==> config.mk <==
export PLATFORM = sky130hd
export DESIGN_NAME = omx_output_mixer_regs
export DESIGN_NICKNAME = d
export VERILOG_FILES = /design/src/verilog/omx_pkg.sv /design/src/verilog/omx_field_reg.sv /design/src/verilog/omx_output_mixer_regs.sv
export VERILOG_INCLUDE_DIRS = /design/src /design/src/verilog
export SDC_FILE = /design/constraint.sdc
export NUM_CORES = 1
export LEC_CHECK = 0
export ABC_AREA = 1
export BUFFER_PORTS_ARGS = -buffer_cell sky130_fd_sc_hd__buf_2
export CORE_MARGIN = 2
export CORE_UTILIZATION = 50
export CTS_CLUSTER_SIZE = 20
export DETAILED_ROUTE_END_ITERATION = 10
export PLACE_DENSITY = 0.85
export RECOVER_POWER = 100
export SYNTH_ARGS = -nofsm -noshare
export SYNTH_HDL_FRONTEND = slang
export SYNTH_SLANG_ARGS = --single-unit
==> constraint.sdc <==
create_clock -name clk_i -period 1.7 [get_ports clk_i]
set_input_delay 0.255 -clock clk_i [delete_from_list [all_inputs] [get_ports clk_i]]
set_output_delay 0.255 -clock clk_i [all_outputs]
set_load 0.1 [all_outputs]
==> src/verilog/omx_cfg.svh <==
`ifndef OMX_CFG_SVH
`define OMX_CFG_SVH

// register offsets on the control port
`define OMX_ADDR_ENABLES     8'h63
`define OMX_ADDR_LHP_ROUTE   8'h64
`define OMX_ADDR_RHP_ROUTE   8'h65
`define OMX_ADDR_LHP_GAIN    8'h66
`define OMX_ADDR_RHP_GAIN    8'h67
`define OMX_ADDR_LSPK_ROUTE  8'h69

// mixer enable bits
`define OMX_BIT_LHP_ON       3
`define OMX_BIT_RHP_ON       2
`define OMX_BIT_LSPK_ON      1
`define OMX_BIT_RSPK_ON      0

// route register fields
`define OMX_BIT_PATH_SEL     7
`define OMX_ROUTE_MSB        5
`define OMX_ROUTE_LSB        0

// gain register fields
`define OMX_BIT_SILENCE      8
`define OMX_BIT_INMIX_L_GAIN 7
`define OMX_BIT_INMIX_R_GAIN 6
`define OMX_AUXL_MSB         5
`define OMX_AUXL_LSB         3
`define OMX_AUXR_MSB         2
`define OMX_AUXR_LSB         0

// writable masks and reset values
`define OMX_MASK_ENABLES     16'h000f
`define OMX_MASK_ROUTE       16'h00bf
`define OMX_MASK_GAIN        16'h01ff
`define OMX_RST_ENABLES      16'h0000
`define OMX_RST_ROUTE        16'h0000
`define OMX_RST_GAIN         16'h013f
`define OMX_RST_AUX_CODE     3'h7

// aux gain code to dB: code * step - floor
`define OMX_AUX_STEP_DB      5'h03
`define OMX_AUX_FLOOR_DB     5'h0f

`endif

==> src/verilog/omx_pkg.sv <==
package omx_pkg;

    // one control register word
    typedef logic [15:0] omx_word_t;

    // six-source routing vector, bit 5 first
    typedef logic [5:0] omx_route_t;

    // three-bit aux gain code
    typedef logic [2:0] omx_aux_code_t;

    // two's complement gain in dB
    typedef logic [4:0] omx_db_t;

endpackage

==> src/verilog/omx_field_reg.sv <==
`timescale 1ns/1ps
`include "omx_cfg.svh"

module omx_field_reg
    import omx_pkg::*;
#(
    parameter omx_word_t MASK = 16'h0000,
    parameter omx_word_t RESET = 16'h0000
) (
    // clock and reset
    input wire logic clk_i,
    input wire logic rst_n_i,
    // write strobe and data
    input wire logic wr_en_i,
    input wire omx_word_t wr_data_i,
    // stored value, undefined bits zero
    output omx_word_t value_o
);

    omx_word_t value_ff;
    omx_word_t nxt_value;

    // only defined bits take the write
    assign nxt_value = wr_en_i ? (wr_data_i & MASK) : value_ff;

    // storage
    always_ff @(posedge clk_i) begin
        if (!rst_n_i) begin
            value_ff <= RESET;
        end else begin
            value_ff <= nxt_value;
        end
    end

    assign value_o = value_ff;
endmodule // omx_field_reg

==> src/verilog/omx_output_mixer_regs.sv <==
// Overview of operation
// - bits 3,2 power headphone mixers, reset off
// - bits 1,0 enable speaker mixers, reset off
// - left headphone stage: converter or mixer
// - right headphone stage: converter or mixer
// - left speaker stage: converter or mixer
// - six source connects into left headphone mixer
// - same six sources into right headphone mixer
// - same six sources into left speaker mixer
// - left headphone mixer mute, resets muted
// - right headphone mixer mute, resets muted
// - input mixers into left headphones: 0/-6dB
// - input mixers into right headphones: 0/-6dB
// - aux left to left phones gain, reset 111
// - aux right to left phones gain, reset 111
// - aux gains into right phones, reset 111
`timescale 1ns/1ps
`include "omx_cfg.svh"

module omx_output_mixer_regs
    import omx_pkg::*;
(
    // clock and reset
    input wire logic clk_i,
    input wire logic rst_n_i,
    // control port register access
    input wire logic reg_wr_i,
    input wire logic reg_rd_i,
    input wire logic [7:0] reg_addr_i,
    input wire omx_word_t reg_wdata_i,
    output omx_word_t reg_rdata_o,
    output logic reg_ack_o,
    output logic reg_miss_o,
    // mixer power controls
    output logic left_phones_mixer_on_o,
    output logic right_phones_mixer_on_o,
    output logic left_loudspeaker_mixer_on_o,
    output logic right_loudspeaker_mixer_on_o,
    // gain stage source selects
    output logic left_phones_path_select_o,
    output logic right_phones_path_select_o,
    output logic left_loudspeaker_path_select_o,
    // source connects, bit 5 left_converter down to bit 0 aux_right_input
    output omx_route_t left_phones_route_o,
    output omx_route_t right_phones_route_o,
    output omx_route_t left_loudspeaker_route_o,
    // headphone mixer mutes
    output logic left_phones_mixer_silence_o,
    output logic right_phones_mixer_silence_o,
    // input mixer gains, 1 means -6dB
    output logic inmix_left_to_left_phones_gain_o,
    output logic inmix_right_to_left_phones_gain_o,
    output logic inmix_left_to_right_phones_gain_o,
    output logic inmix_right_to_right_phones_gain_o,
    // aux gain codes
    output omx_aux_code_t aux_left_to_left_phones_gain_o,
    output omx_aux_code_t aux_right_to_left_phones_gain_o,
    output omx_aux_code_t aux_left_to_right_phones_gain_o,
    output omx_aux_code_t aux_right_to_right_phones_gain_o,
    // aux gains in dB, two's complement
    output omx_db_t aux_left_to_left_phones_db_o,
    output omx_db_t aux_right_to_left_phones_db_o,
    output omx_db_t aux_left_to_right_phones_db_o,
    output omx_db_t aux_right_to_right_phones_db_o
);

    // address decode
    wire logic hit_enables;
    wire logic hit_lhp_route;
    wire logic hit_rhp_route;
    wire logic hit_lhp_gain;
    wire logic hit_rhp_gain;
    wire logic hit_lspk_route;
    wire logic hit_any;

    assign hit_enables = reg_addr_i == `OMX_ADDR_ENABLES;
    assign hit_lhp_route = reg_addr_i == `OMX_ADDR_LHP_ROUTE;
    assign hit_rhp_route = reg_addr_i == `OMX_ADDR_RHP_ROUTE;
    assign hit_lhp_gain = reg_addr_i == `OMX_ADDR_LHP_GAIN;
    assign hit_rhp_gain = reg_addr_i == `OMX_ADDR_RHP_GAIN;
    assign hit_lspk_route = reg_addr_i == `OMX_ADDR_LSPK_ROUTE;
    assign hit_any = hit_enables | hit_lhp_route | hit_rhp_route |
                     hit_lhp_gain | hit_rhp_gain | hit_lspk_route;

    // stored register words
    omx_word_t enables_q;
    omx_word_t lhp_route_q;
    omx_word_t rhp_route_q;
    omx_word_t lhp_gain_q;
    omx_word_t rhp_gain_q;
    omx_word_t lspk_route_q;

    omx_field_reg #(
        .MASK(`OMX_MASK_ENABLES),
        .RESET(`OMX_RST_ENABLES)
    ) u_enables (
        .clk_i(clk_i),
        .rst_n_i(rst_n_i),
        .wr_en_i(reg_wr_i & hit_enables),
        .wr_data_i(reg_wdata_i),
        .value_o(enables_q)
    );

    omx_field_reg #(
        .MASK(`OMX_MASK_ROUTE),
        .RESET(`OMX_RST_ROUTE)
    ) u_lhp_route (
        .clk_i(clk_i),
        .rst_n_i(rst_n_i),
        .wr_en_i(reg_wr_i & hit_lhp_route),
        .wr_data_i(reg_wdata_i),
        .value_o(lhp_route_q)
    );

    omx_field_reg #(
        .MASK(`OMX_MASK_ROUTE),
        .RESET(`OMX_RST_ROUTE)
    ) u_rhp_route (
        .clk_i(clk_i),
        .rst_n_i(rst_n_i),
        .wr_en_i(reg_wr_i & hit_rhp_route),
        .wr_data_i(reg_wdata_i),
        .value_o(rhp_route_q)
    );

    omx_field_reg #(
        .MASK(`OMX_MASK_GAIN),
        .RESET(`OMX_RST_GAIN)
    ) u_lhp_gain (
        .clk_i(clk_i),
        .rst_n_i(rst_n_i),
        .wr_en_i(reg_wr_i & hit_lhp_gain),
        .wr_data_i(reg_wdata_i),
        .value_o(lhp_gain_q)
    );

    omx_field_reg #(
        .MASK(`OMX_MASK_GAIN),
        .RESET(`OMX_RST_GAIN)
    ) u_rhp_gain (
        .clk_i(clk_i),
        .rst_n_i(rst_n_i),
        .wr_en_i(reg_wr_i & hit_rhp_gain),
        .wr_data_i(reg_wdata_i),
        .value_o(rhp_gain_q)
    );

    omx_field_reg #(
        .MASK(`OMX_MASK_ROUTE),
        .RESET(`OMX_RST_ROUTE)
    ) u_lspk_route (
        .clk_i(clk_i),
        .rst_n_i(rst_n_i),
        .wr_en_i(reg_wr_i & hit_lspk_route),
        .wr_data_i(reg_wdata_i),
        .value_o(lspk_route_q)
    );

    // mixer power
    assign left_phones_mixer_on_o = enables_q[`OMX_BIT_LHP_ON];
    assign right_phones_mixer_on_o = enables_q[`OMX_BIT_RHP_ON];
    assign left_loudspeaker_mixer_on_o = enables_q[`OMX_BIT_LSPK_ON];
    assign right_loudspeaker_mixer_on_o = enables_q[`OMX_BIT_RSPK_ON];

    // gain stage feeds: 0 converter direct, 1 mixer output
    assign left_phones_path_select_o = lhp_route_q[`OMX_BIT_PATH_SEL];
    assign right_phones_path_select_o = rhp_route_q[`OMX_BIT_PATH_SEL];
    assign left_loudspeaker_path_select_o =
        lspk_route_q[`OMX_BIT_PATH_SEL];

    // per-source connects
    assign left_phones_route_o =
        lhp_route_q[`OMX_ROUTE_MSB:`OMX_ROUTE_LSB];
    assign right_phones_route_o =
        rhp_route_q[`OMX_ROUTE_MSB:`OMX_ROUTE_LSB];
    assign left_loudspeaker_route_o =
        lspk_route_q[`OMX_ROUTE_MSB:`OMX_ROUTE_LSB];

    // mutes
    assign left_phones_mixer_silence_o = lhp_gain_q[`OMX_BIT_SILENCE];
    assign right_phones_mixer_silence_o = rhp_gain_q[`OMX_BIT_SILENCE];

    // input mixer gain bits
    assign inmix_left_to_left_phones_gain_o =
        lhp_gain_q[`OMX_BIT_INMIX_L_GAIN];
    assign inmix_right_to_left_phones_gain_o =
        lhp_gain_q[`OMX_BIT_INMIX_R_GAIN];
    assign inmix_left_to_right_phones_gain_o =
        rhp_gain_q[`OMX_BIT_INMIX_L_GAIN];
    assign inmix_right_to_right_phones_gain_o =
        rhp_gain_q[`OMX_BIT_INMIX_R_GAIN];

    // aux gain codes
    assign aux_left_to_left_phones_gain_o =
        lhp_gain_q[`OMX_AUXL_MSB:`OMX_AUXL_LSB];
    assign aux_right_to_left_phones_gain_o =
        lhp_gain_q[`OMX_AUXR_MSB:`OMX_AUXR_LSB];
    assign aux_left_to_right_phones_gain_o =
        rhp_gain_q[`OMX_AUXL_MSB:`OMX_AUXL_LSB];
    assign aux_right_to_right_phones_gain_o =
        rhp_gain_q[`OMX_AUXR_MSB:`OMX_AUXR_LSB];

    // code to dB, wraps into two's complement on 5 bits
    function automatic omx_db_t aux_db(input omx_aux_code_t code);
        omx_db_t scaled;
        scaled = 5'({2'b00, code} * `OMX_AUX_STEP_DB);
        return scaled - `OMX_AUX_FLOOR_DB;
    endfunction

    // dB view of the aux gains, one cycle behind the codes
    omx_db_t aux_ll_db_ff;
    omx_db_t aux_rl_db_ff;
    omx_db_t aux_lr_db_ff;
    omx_db_t aux_rr_db_ff;

    always_ff @(posedge clk_i) begin
        if (!rst_n_i) begin
            aux_ll_db_ff <= aux_db(`OMX_RST_AUX_CODE);
            aux_rl_db_ff <= aux_db(`OMX_RST_AUX_CODE);
            aux_lr_db_ff <= aux_db(`OMX_RST_AUX_CODE);
            aux_rr_db_ff <= aux_db(`OMX_RST_AUX_CODE);
        end else begin
            aux_ll_db_ff <= aux_db(aux_left_to_left_phones_gain_o);
            aux_rl_db_ff <= aux_db(aux_right_to_left_phones_gain_o);
            aux_lr_db_ff <= aux_db(aux_left_to_right_phones_gain_o);
            aux_rr_db_ff <= aux_db(aux_right_to_right_phones_gain_o);
        end
    end

    assign aux_left_to_left_phones_db_o = aux_ll_db_ff;
    assign aux_right_to_left_phones_db_o = aux_rl_db_ff;
    assign aux_left_to_right_phones_db_o = aux_lr_db_ff;
    assign aux_right_to_right_phones_db_o = aux_rr_db_ff;

    // read selection, unmapped reads give zero
    wire omx_word_t rd_sel;

    assign rd_sel = hit_enables ? enables_q :
                    hit_lhp_route ? lhp_route_q :
                    hit_rhp_route ? rhp_route_q :
                    hit_lhp_gain ? lhp_gain_q :
                    hit_rhp_gain ? rhp_gain_q :
                    hit_lspk_route ? lspk_route_q :
                    16'h0000;

    // answer one cycle after each access
    omx_word_t rdata_ff;
    logic ack_ff;
    logic miss_ff;
    logic access;

    assign access = reg_wr_i | reg_rd_i;

    always_ff @(posedge clk_i) begin
        if (!rst_n_i) begin
            rdata_ff <= 16'h0000;
            ack_ff <= 1'b0;
            miss_ff <= 1'b0;
        end else begin
            rdata_ff <= reg_rd_i ? rd_sel : rdata_ff;
            ack_ff <= access;
            miss_ff <= access & ~hit_any;
        end
    end

    assign reg_rdata_o = rdata_ff;
    assign reg_ack_o = ack_ff;
    assign reg_miss_o = miss_ff;
endmodule // omx_output_mixer_regs

== Yosys cells after proc, flatten, opt, wreduce, memory -nomap -nowiden ==
Cells that the tools add are included.
Storage, ports and cells
  register bits: 81
  output and inout bits: 81
  input port bits: 28
  logic and storage cells: 47
Operators by class
  add/sub/neg operators: 4
  $mul: 4
  equal/unequal tests: 6
  multiplexer cells: 6
  bitwise logic cells: 14
Operator list (count)
  equality test 8 x 7 -> 1 bit, second input constant: 6
  2-to-1 mux 9 bit: 5
  multiplier 3 x 2 -> 5 bit, second input constant: 4
  subtractor 5 x 4 -> 5 bit, second input constant: 4
  2-to-1 mux 8 bit: 1
  AND 1 bit: 7
  bitwise OR 1 bit: 6
  inverter 1 bit: 1

== Logic depth before layout (Yosys ltp) ==
Gate-level depths: netlist of run 1.
  word-level depth: 8
  gate-level depth with buffers: 10
  depth with buffers taken out: 9

== By module ==
Synthesis of run 1 repeated with hierarchy kept, for this count alone.
Unflattened totals
  cells, all modules: 653
  area total of the unflattened synthesis: 4835.9 um^2
Modules (own cells, without submodules)
  omx_output_mixer_regs: seq. area each 760.7 um^2, times used 1, cells an instance 354, area each 2737.6 um^2
  omx_field_reg at u_lhp_route ...: seq. area each 140.1 um^2, times used 3, cells an instance 53, area each 354.1 um^2
  omx_field_reg at u_lhp_gain ...: seq. area each 180.2 um^2, times used 2, cells an instance 51, area each 387.9 um^2
  omx_field_reg at u_enables: seq. area each 80.1 um^2, times used 1, cells an instance 38, area each 260.2 um^2

== Worst setup path before layout of run 1 ==
Ideal clock, no wire load.
  path type: register to register
  start point: register u_lhp_gain.value_ff[4] (netlist: u_lhp_gain.value_o[4])
  end point: register aux_ll_db_ff[3] (netlist: aux_left_to_left_phones_db_o[3])
  period minus slack after synthesis: 2.260 ns
  buffers on the path: 0
  cell stages (with the launch flop): 6
  data arrival time: 2.133 ns
  required time: 1.572 ns
  setup time: 0.128 ns
  slack: -0.560 ns
  path through: dfxtp_1 inv_1 ha_1 fa_1 xor2_1 nor2_1
Between the ends
  cells in the longest elaborated chain, start to end: 2
Ends and longest elaborated chain
  from (decl): RTL line omx_field_reg.sv:20  | omx_word_t value_ff;
  from (signal assigned): RTL line omx_field_reg.sv:31  | value_ff <= nxt_value;
  multiplier 3 x 2 -> 5 bit (no line)
  subtractor 5 x 4 -> 5 bit (no line)
  to (signal assigned): RTL line omx_output_mixer_regs.sv:218  | aux_ll_db_ff <= aux_db(`OMX_RST_AUX_CODE);
  to (signal assigned): RTL line omx_output_mixer_regs.sv:223  | aux_ll_db_ff <= aux_db(aux_left_to_left_phones_gain_o);
  to (decl): RTL line omx_output_mixer_regs.sv:211  | omx_db_t aux_ll_db_ff;
No other way between the ends.
A chain may end at the register's enable or synchronous reset.

== Worst setup path in the final report of run 1 ==
  start point: register u_lhp_gain.value_ff[1] (netlist: u_lhp_gain.value_o[1])
  end point: register aux_rl_db_ff[3] (netlist: aux_right_to_left_phones_db_o[3])
Between the ends
  cells in the longest elaborated chain, start to end: 2
Ends and longest elaborated chain
  multiplier 3 x 2 -> 5 bit (no line)
  subtractor 5 x 4 -> 5 bit (no line)
  to (signal assigned): RTL line omx_output_mixer_regs.sv:219  | aux_rl_db_ff <= aux_db(`OMX_RST_AUX_CODE);
  to (signal assigned): RTL line omx_output_mixer_regs.sv:224  | aux_rl_db_ff <= aux_db(aux_right_to_left_phones_gain_o);
  to (decl): RTL line omx_output_mixer_regs.sv:212  | omx_db_t aux_rl_db_ff;
No other way between the ends.

==> flow_summary.json, run 1 <==
{
  "status": "completed",
  "crit_path_end_kind": "flip-flop",
  "fmaxAchievable_mhz": 635,
  "start_util_pct": 52.3,
  "synthCells": 408,
  "routed_wl_microns": 8480,
  "power_mw": 3.27,
  "viasPerCell": 5.37,
  "synth_top_family_by_area": "simple AND/OR/NAND/NOR gates",
  "fin_skew_ns": 0.00707,
  "antenna_found_initial": 0,
  "cp_top_family": "adder cells",
  "drv_slew": 0,
  "hold_path_class": "primary input to flip-flop",
  "rsz0062_at_grt": "no",
  "cp_slowest_cell": "fa_1",
  "crit_path_start_kind": "flip-flop",
  "arrival_ns": 1.78,
  "yosys.area.top_type_share_pct": 44.1,
  "design_area_sq_um": 4040,
  "coreArea_sq_um": 6420,
  "min_from": "rst_n_i",
  "place_congestion": 0.880,
  "grt_pass1_wl_microns": 13400,
  "r2r_slack_ns": 0.13,
  "wl_per_cell_microns": 14.4,
  "ant_nets": 0,
  "grt_pass1_vias": 2864,
  "path_max_fanout": 5,
  "dpl.hpwl_microns": 6370,
  "finalHoldViolCount": 0,
  "via_count": 3166,
  "hold_end": "reg_ack_o",
  "power.leakage_nw": 1.94,
  "synth_mux_area_share_pct": 0,
  "io_buffer_count": 94,
  "route.detailed.drc": 0,
  "synth_compound_area_share_pct": 17.1,
  "r2r_end": "aux_right_to_left_phones_db_o[3]",
  "die_h_microns": 86.0,
  "place_ws_ns": 0.0344,
  "nets": 556,
  "ir_worst_vdd_mv": 0.427,
  "synth_area_leaders": "dfxtp_1 44%, a21oi_1 8.0%, nand2_1 7.2%",
  "cts_buffer_depth": 2,
  "numCtsBuffers": 9,
  "relSlewSlack_pct": 39.2,
  "cts_setup_buffers": 0,
  "syn-cell-area_sq_um": 3360,
  "post-route-period-util_pct": 92.6,
  "fillers": 559,
  "drt_first_pass_iters": 5,
  "cts_tree": "done",
  "ys_types": 33,
  "post-route-util_pct": 63.0,
  "worst_pin_slew_ns": 0.912,
  "clockRootBuffer": "clkbuf_8",
  "die_area_sq_um": 7390,
  "ctsResizeCount": 0,
  "syn2layout_area_growth_pct": 20.4,
  "h-tree-depth": 3,
  "fin_ws_ns": 0.126,
  "timing.rr.start": "u_lhp_gain.value_o[1]",
  "antenna_cells": 0,
  "grt_overflow": 0,
  "pin_count": 109,
  "ctsHoldBuffers": 0,
  "clk_pin_slew_ns": 0.08,
  "cpPeakStageDelay_ns": 0.44,
  "clkLatencyLatePin_ns": 0.35,
  "yosys.area_share.adder_pct": 8.35,
  "drt_iter0_drc": 291,
  "drive_gt1_share_pct": 26.3,
  "synth_top_cell_by_area": "dfxtp_1",
  "power_density_nw_per_um2": 808,
  "rows": 29,
  "grt_start_max_net_pins": 44,
  "clock_sinks": 74,
  "required_ns": 1.91,
  "synth_xor_area_share_pct": 1.04,
  "setup_violations": 0,
  "hold-path-cell-count": 3,
  "syn_area_per_cell_sq_um": 8.23,
  "grt.total_usage_pct": 23.1,
  "synth_seq_cells": 74,
  "fin_setup_tns_ns": 0,
  "ys_warn_count": 0,
  "crit_buf_inv": 1,
  "die_w_microns": 86.0,
  "placed_area_sq_um": 3930,
  "crit_chain": "inv_1, ha_1, fa_1, xor2_1, nor2_1",
  "yosysSeqAreaShare_pct": 44.1,
  "worstSetupPathType": "flip-flop to flip-flop",
  "maxCapViolations": 0,
  "finalCriticalPeriod_ns": 1.57,
  "reg2reg_depth": 5,
  "synthSimpleGateAreaFrac_pct": 19.5
}
-- kinds of logic after synthesis --
| family | count (synthesis) |
|---|---|
| flops | 74 |
| fa+ha+maj | 20 |
| buf+inv | 72 |
| compound gates | 105 |
| other cells | 1 |
| xor+xnor | 4 |
| simple gates | 132 |
-- final cells by class --
class / instances / area [sq um] / area share (%)
Clock inverter: 5 / 28.8 / 0.712
Clock buffer: 11 / 151 / 3.74
Timing Repair Buffer: 105 / 538 / 13.3
Inverter: 50 / 190 / 4.70
Multi-Input combinational cell: 268 / 1520 / 37.7
Sequential cell: 74 / 1520 / 37.5
Tap cell: 77 / 96.3 / 2.38
-- state kept, by name, indices dropped and copies added, names as in the netlist, 4 cells and up --
name / cells
aux_right_to_right_phones_db_o: 5
u_rhp_route.value_o: 7
u_lspk_route.value_o: 7
aux_left_to_left_phones_db_o: 5
aux_left_to_right_phones_db_o: 5
u_lhp_route.value_o: 7
aux_right_to_left_phones_db_o: 5
u_rhp_gain.value_o: 9
reg_rdata_o: 9
u_enables.value_o: 4
u_lhp_gain.value_o: 9
-- Yosys cell counts --
master	instances
a211oi_1	4
a21oi_1	54
buf_2	2
buf_4	8
buf_6	3
clkbuf_1	9
clkinv_1	1
conb_1	1
dfxtp_1	74
fa_1	4
ha_1	16
inv_1	45
inv_2	3
inv_4	1
nand2_1	64
nand2_2	7
nand3_1	25
nand3_4	1
nand4_1	4
nand4_2	1
nand4_4	1
nor2_1	18
nor2_2	2
nor2_4	2
nor2_8	1
nor3_1	5
nor4_4	1
o211ai_1	10
o21a_1	4
o21ai_0	28
o21ai_1	3
o21bai_1	2
xor2_1	4
-- worst min-delay path: cells and delay by family --
kind | cells | cell delay, ns
compound gates | 1 | 0.05
buf+inv | 2 | 0.16
-- worst max path at each step --
stage	end	cells after the start	start
floorplan	aux_left_to_left_phones_db_o[3]	5	u_lhp_gain.value_o[4]
global placement	u_enables.value_o[3]	9	reg_addr_i[7]
detailed placement	reg_rdata_o[3]	9	reg_addr_i[7]
CTS	aux_right_to_left_phones_db_o[3]	5	u_lhp_gain.value_o[1]
global route	aux_right_to_left_phones_db_o[3]	5	u_lhp_gain.value_o[1]
finish	aux_right_to_left_phones_db_o[3]	5	u_lhp_gain.value_o[1]
-- per-stage QoR --
stage / hold WS (ns) / cells
after floorplan: 0.380 / 414
after global placement: 0.450 / 574
after detailed placement: 0.455 / 574
after CTS: 0.147 / 590
after global routing: 0.168 / 590
final: 0.155 / 590
-- placed cells by master, fill, tap and decap left out, drive strengths merged, types with 5 or more instances in the layout --
cell and n:
buf 22, conb 7, o211ai 10, dfxtp 74, nor3 5, nor2 23
clkbuf 94, nand3 26, a21oi 54, nand2 71, nand4 6, o21ai 31
inv 49, ha 16, clkinv 6
-- per-layer routing --
| metal | GRT usage [%] | vias to the layer above | wire length, microns |
|---|---|---|---|
| li1 | - | 1540 | - |
| met1 | 29.1 | 1465 | 3530 |
| met2 | 37.4 | 141 | 4120 |
| met3 | 3.95 | 20 | 617 |
| met4 | 13.1 | 0 | 210 |
| met5 | 0 | - | 0 |
-- report_power, final --
part           switching [mW]  internal [mW]  total [mW]
Sequential            0.00415           1.73        1.73
Clock                   0.644          0.601        1.25
Combinational           0.241         0.0482       0.289
Total                   0.889           2.38        3.27
Power figures use the tool's default switching activity.
==> run 2, diff against run 1 <==
CORE_MARGIN = 4   (was 2)
==> run 2 against run 1 <==
Routed wire length increased by 2.8%. Critical endpoint is now aux_left_to_left_phones_db_o[3]. Flip-flop and latch count unchanged. Largest cell class unchanged. Final area increased by 1.1%. Worst hold slack improved by 0.0097 ns. Clock skew decreased by 0.00068 ns. Die area increased by 9.5%. Utilization increased by 0.66 points. Combinational power about the same. Count of clock-buffer cells in the layout increased by 2.
==> flow_summary.json, run 2 (same netlist as run 1, synthesis figures left out) <==
{
  "worstSetupPathType": "flip-flop to flip-flop",
  "ctsResizeCount": 0,
  "grt.total_usage_pct": 21.9,
  "cpPeakStageDelay_ns": 0.45,
  "crit_path_start_kind": "flip-flop",
  "cts_buffer_depth": 2,
  "post-route-period-util_pct": 93.0,
  "fillers": 546,
  "maxCapViolations": 0,
  "via_count": 3172,
  "pin_count": 109,
  "finalHoldViolCount": 0,
  "wl_per_cell_microns": 14.8,
  "antenna_found_initial": 0,
  "die_w_microns": 90.0,
  "setup_violations": 0,
  "place_ws_ns": 0.101,
  "power_density_nw_per_um2": 857,
  "drv_slew": 0,
  "crit_buf_inv": 1,
  "fin_skew_ns": 0.00639,
  "nets": 556,
  "drt_iter0_drc": 184,
  "io_buffer_count": 94,
  "worst_pin_slew_ns": 0.900,
  "fmaxAchievable_mhz": 632,
  "power_mw": 3.50,
  "drive_gt1_share_pct": 26.9,
  "die_h_microns": 90.0,
  "layout.cells.most_common_list": "77 x clkbuf_2, 69 x nand2_1, 62 x dfxtp_1",
  "rows": 29,
  "rsz0062_at_grt": "no",
  "dpl.hpwl_microns": 6560,
  "coreArea_sq_um": 6420,
  "ctsHoldBuffers": 0,
  "arrival_ns": 1.77,
  "fin_ws_ns": 0.119,
  "grt_start_max_net_pins": 44,
  "crit_chain": "inv_1, ha_1, fa_1, xor2_1, nor2_1",
  "cp_slowest_cell": "fa_1",
  "cp_top_family": "adder cells",
  "multi_input_area_sq_um": 1530,
  "placed_area_sq_um": 3930,
  "h-tree-depth": 3,
  "relSlewSlack_pct": 40.0,
  "power.leakage_nw": 1.96,
  "start_util_pct": 52.3,
  "antenna_cells": 0,
  "design_area_sq_um": 4090,
  "hold_ws_ns": 0.164,
  "clockRootBuffer": "clkbuf_8",
  "cts_tree": "done",
  "hold_path_class": "primary input to flip-flop",
  "status": "completed",
  "routed_wl_microns": 8720,
  "required_ns": 1.89,
  "path_max_fanout": 5,
  "numCtsBuffers": 9,
  "ir_worst_vdd_mv": 0.445,
  "drt_first_pass_iters": 5,
  "place_congestion": 0.875,
  "ant_nets": 0,
  "grt_pass1_wl_microns": 14500,
  "clkLatencyLatePin_ns": 0.34,
  "grt_pass1_vias": 3082,
  "clock_sinks": 74,
  "syn2layout_area_growth_pct": 21.7,
  "crit_path_end_kind": "flip-flop",
  "post-route-util_pct": 63.6,
  "ff_latch_area_sq_um": 1520,
  "final_common_cell": "clkbuf_2",
  "cts_setup_buffers": 0,
  "die_area_sq_um": 8090,
  "grt_overflow": 0,
  "finalCriticalPeriod_ns": 1.58,
  "route.detailed.drc": 0,
  "clk_pin_slew_ns": 0.08,
  "viasPerCell": 5.38
}
run 2: cell count changes in the layout (fill, tap and decap cells not counted):
cell,change
clkbuf_2,+1
inv_2,+2
inv_1,-2
buf_2,+2
nor2_2,+1
bufinv_16,+1
nor2_1,-1
clkbuf_4,-1
clkinv_2,-3
clkbuf_16,+1
buf_4,-1
run 2: power by group:
part | total (mW) | internal (mW) | switching (mW)
Clock | 1.48 | 0.849 | 0.631
Sequential | 1.73 | 1.73 | 0.00373
Combinational | 0.291 | 0.0486 | 0.242
run 2: tightest hold or removal path, stage by stage:
cell and delay (ns):
buf_2 0.09, a21oi_1 0.06, o21ai_0 0.06
run 2: layout make-up:
type	count	area share (%)
multi-input combinational	268	37.3
clock buffer	13	4.41
clock inverter	3	1.07
tap	77	2.36
inverter	50	4.65
timing repair buffer	105	13.1
sequential	74	37.1
run 2: stage by stage:
stage / cells / TNS, ns
global route: 590 / 0
finish: 590 / 0
CTS: 590 / 0
detailed placement: 574 / 0
floorplan: 414 / -0.0152
global placement: 574 / 0
run 2: layer usage:
layer  vias to the layer above  GRT usage [%]  wire, microns
met4                         0           8.42            134
met3                        19           6.01            785
met5                         -              0              0
met1                      1460           25.5           3500
met2                       156           38.2           4300
li1                       1537              -              -
run 2: final timing paths:
kind,endpoint,slack [ns],start,cells past startpoint
worst max-delay path,aux_left_to_left_phones_db_o[3],0.12,u_lhp_gain.value_o[4],5
worst min-delay path,u_lhp_gain.value_o[8],0.16,reg_wdata_i[8],3
worst max register to register,aux_left_to_left_phones_db_o[3],0.12,u_lhp_gain.value_o[4],5
worst min register to register,reg_rdata_o[5],0.47,reg_rdata_o[5],2
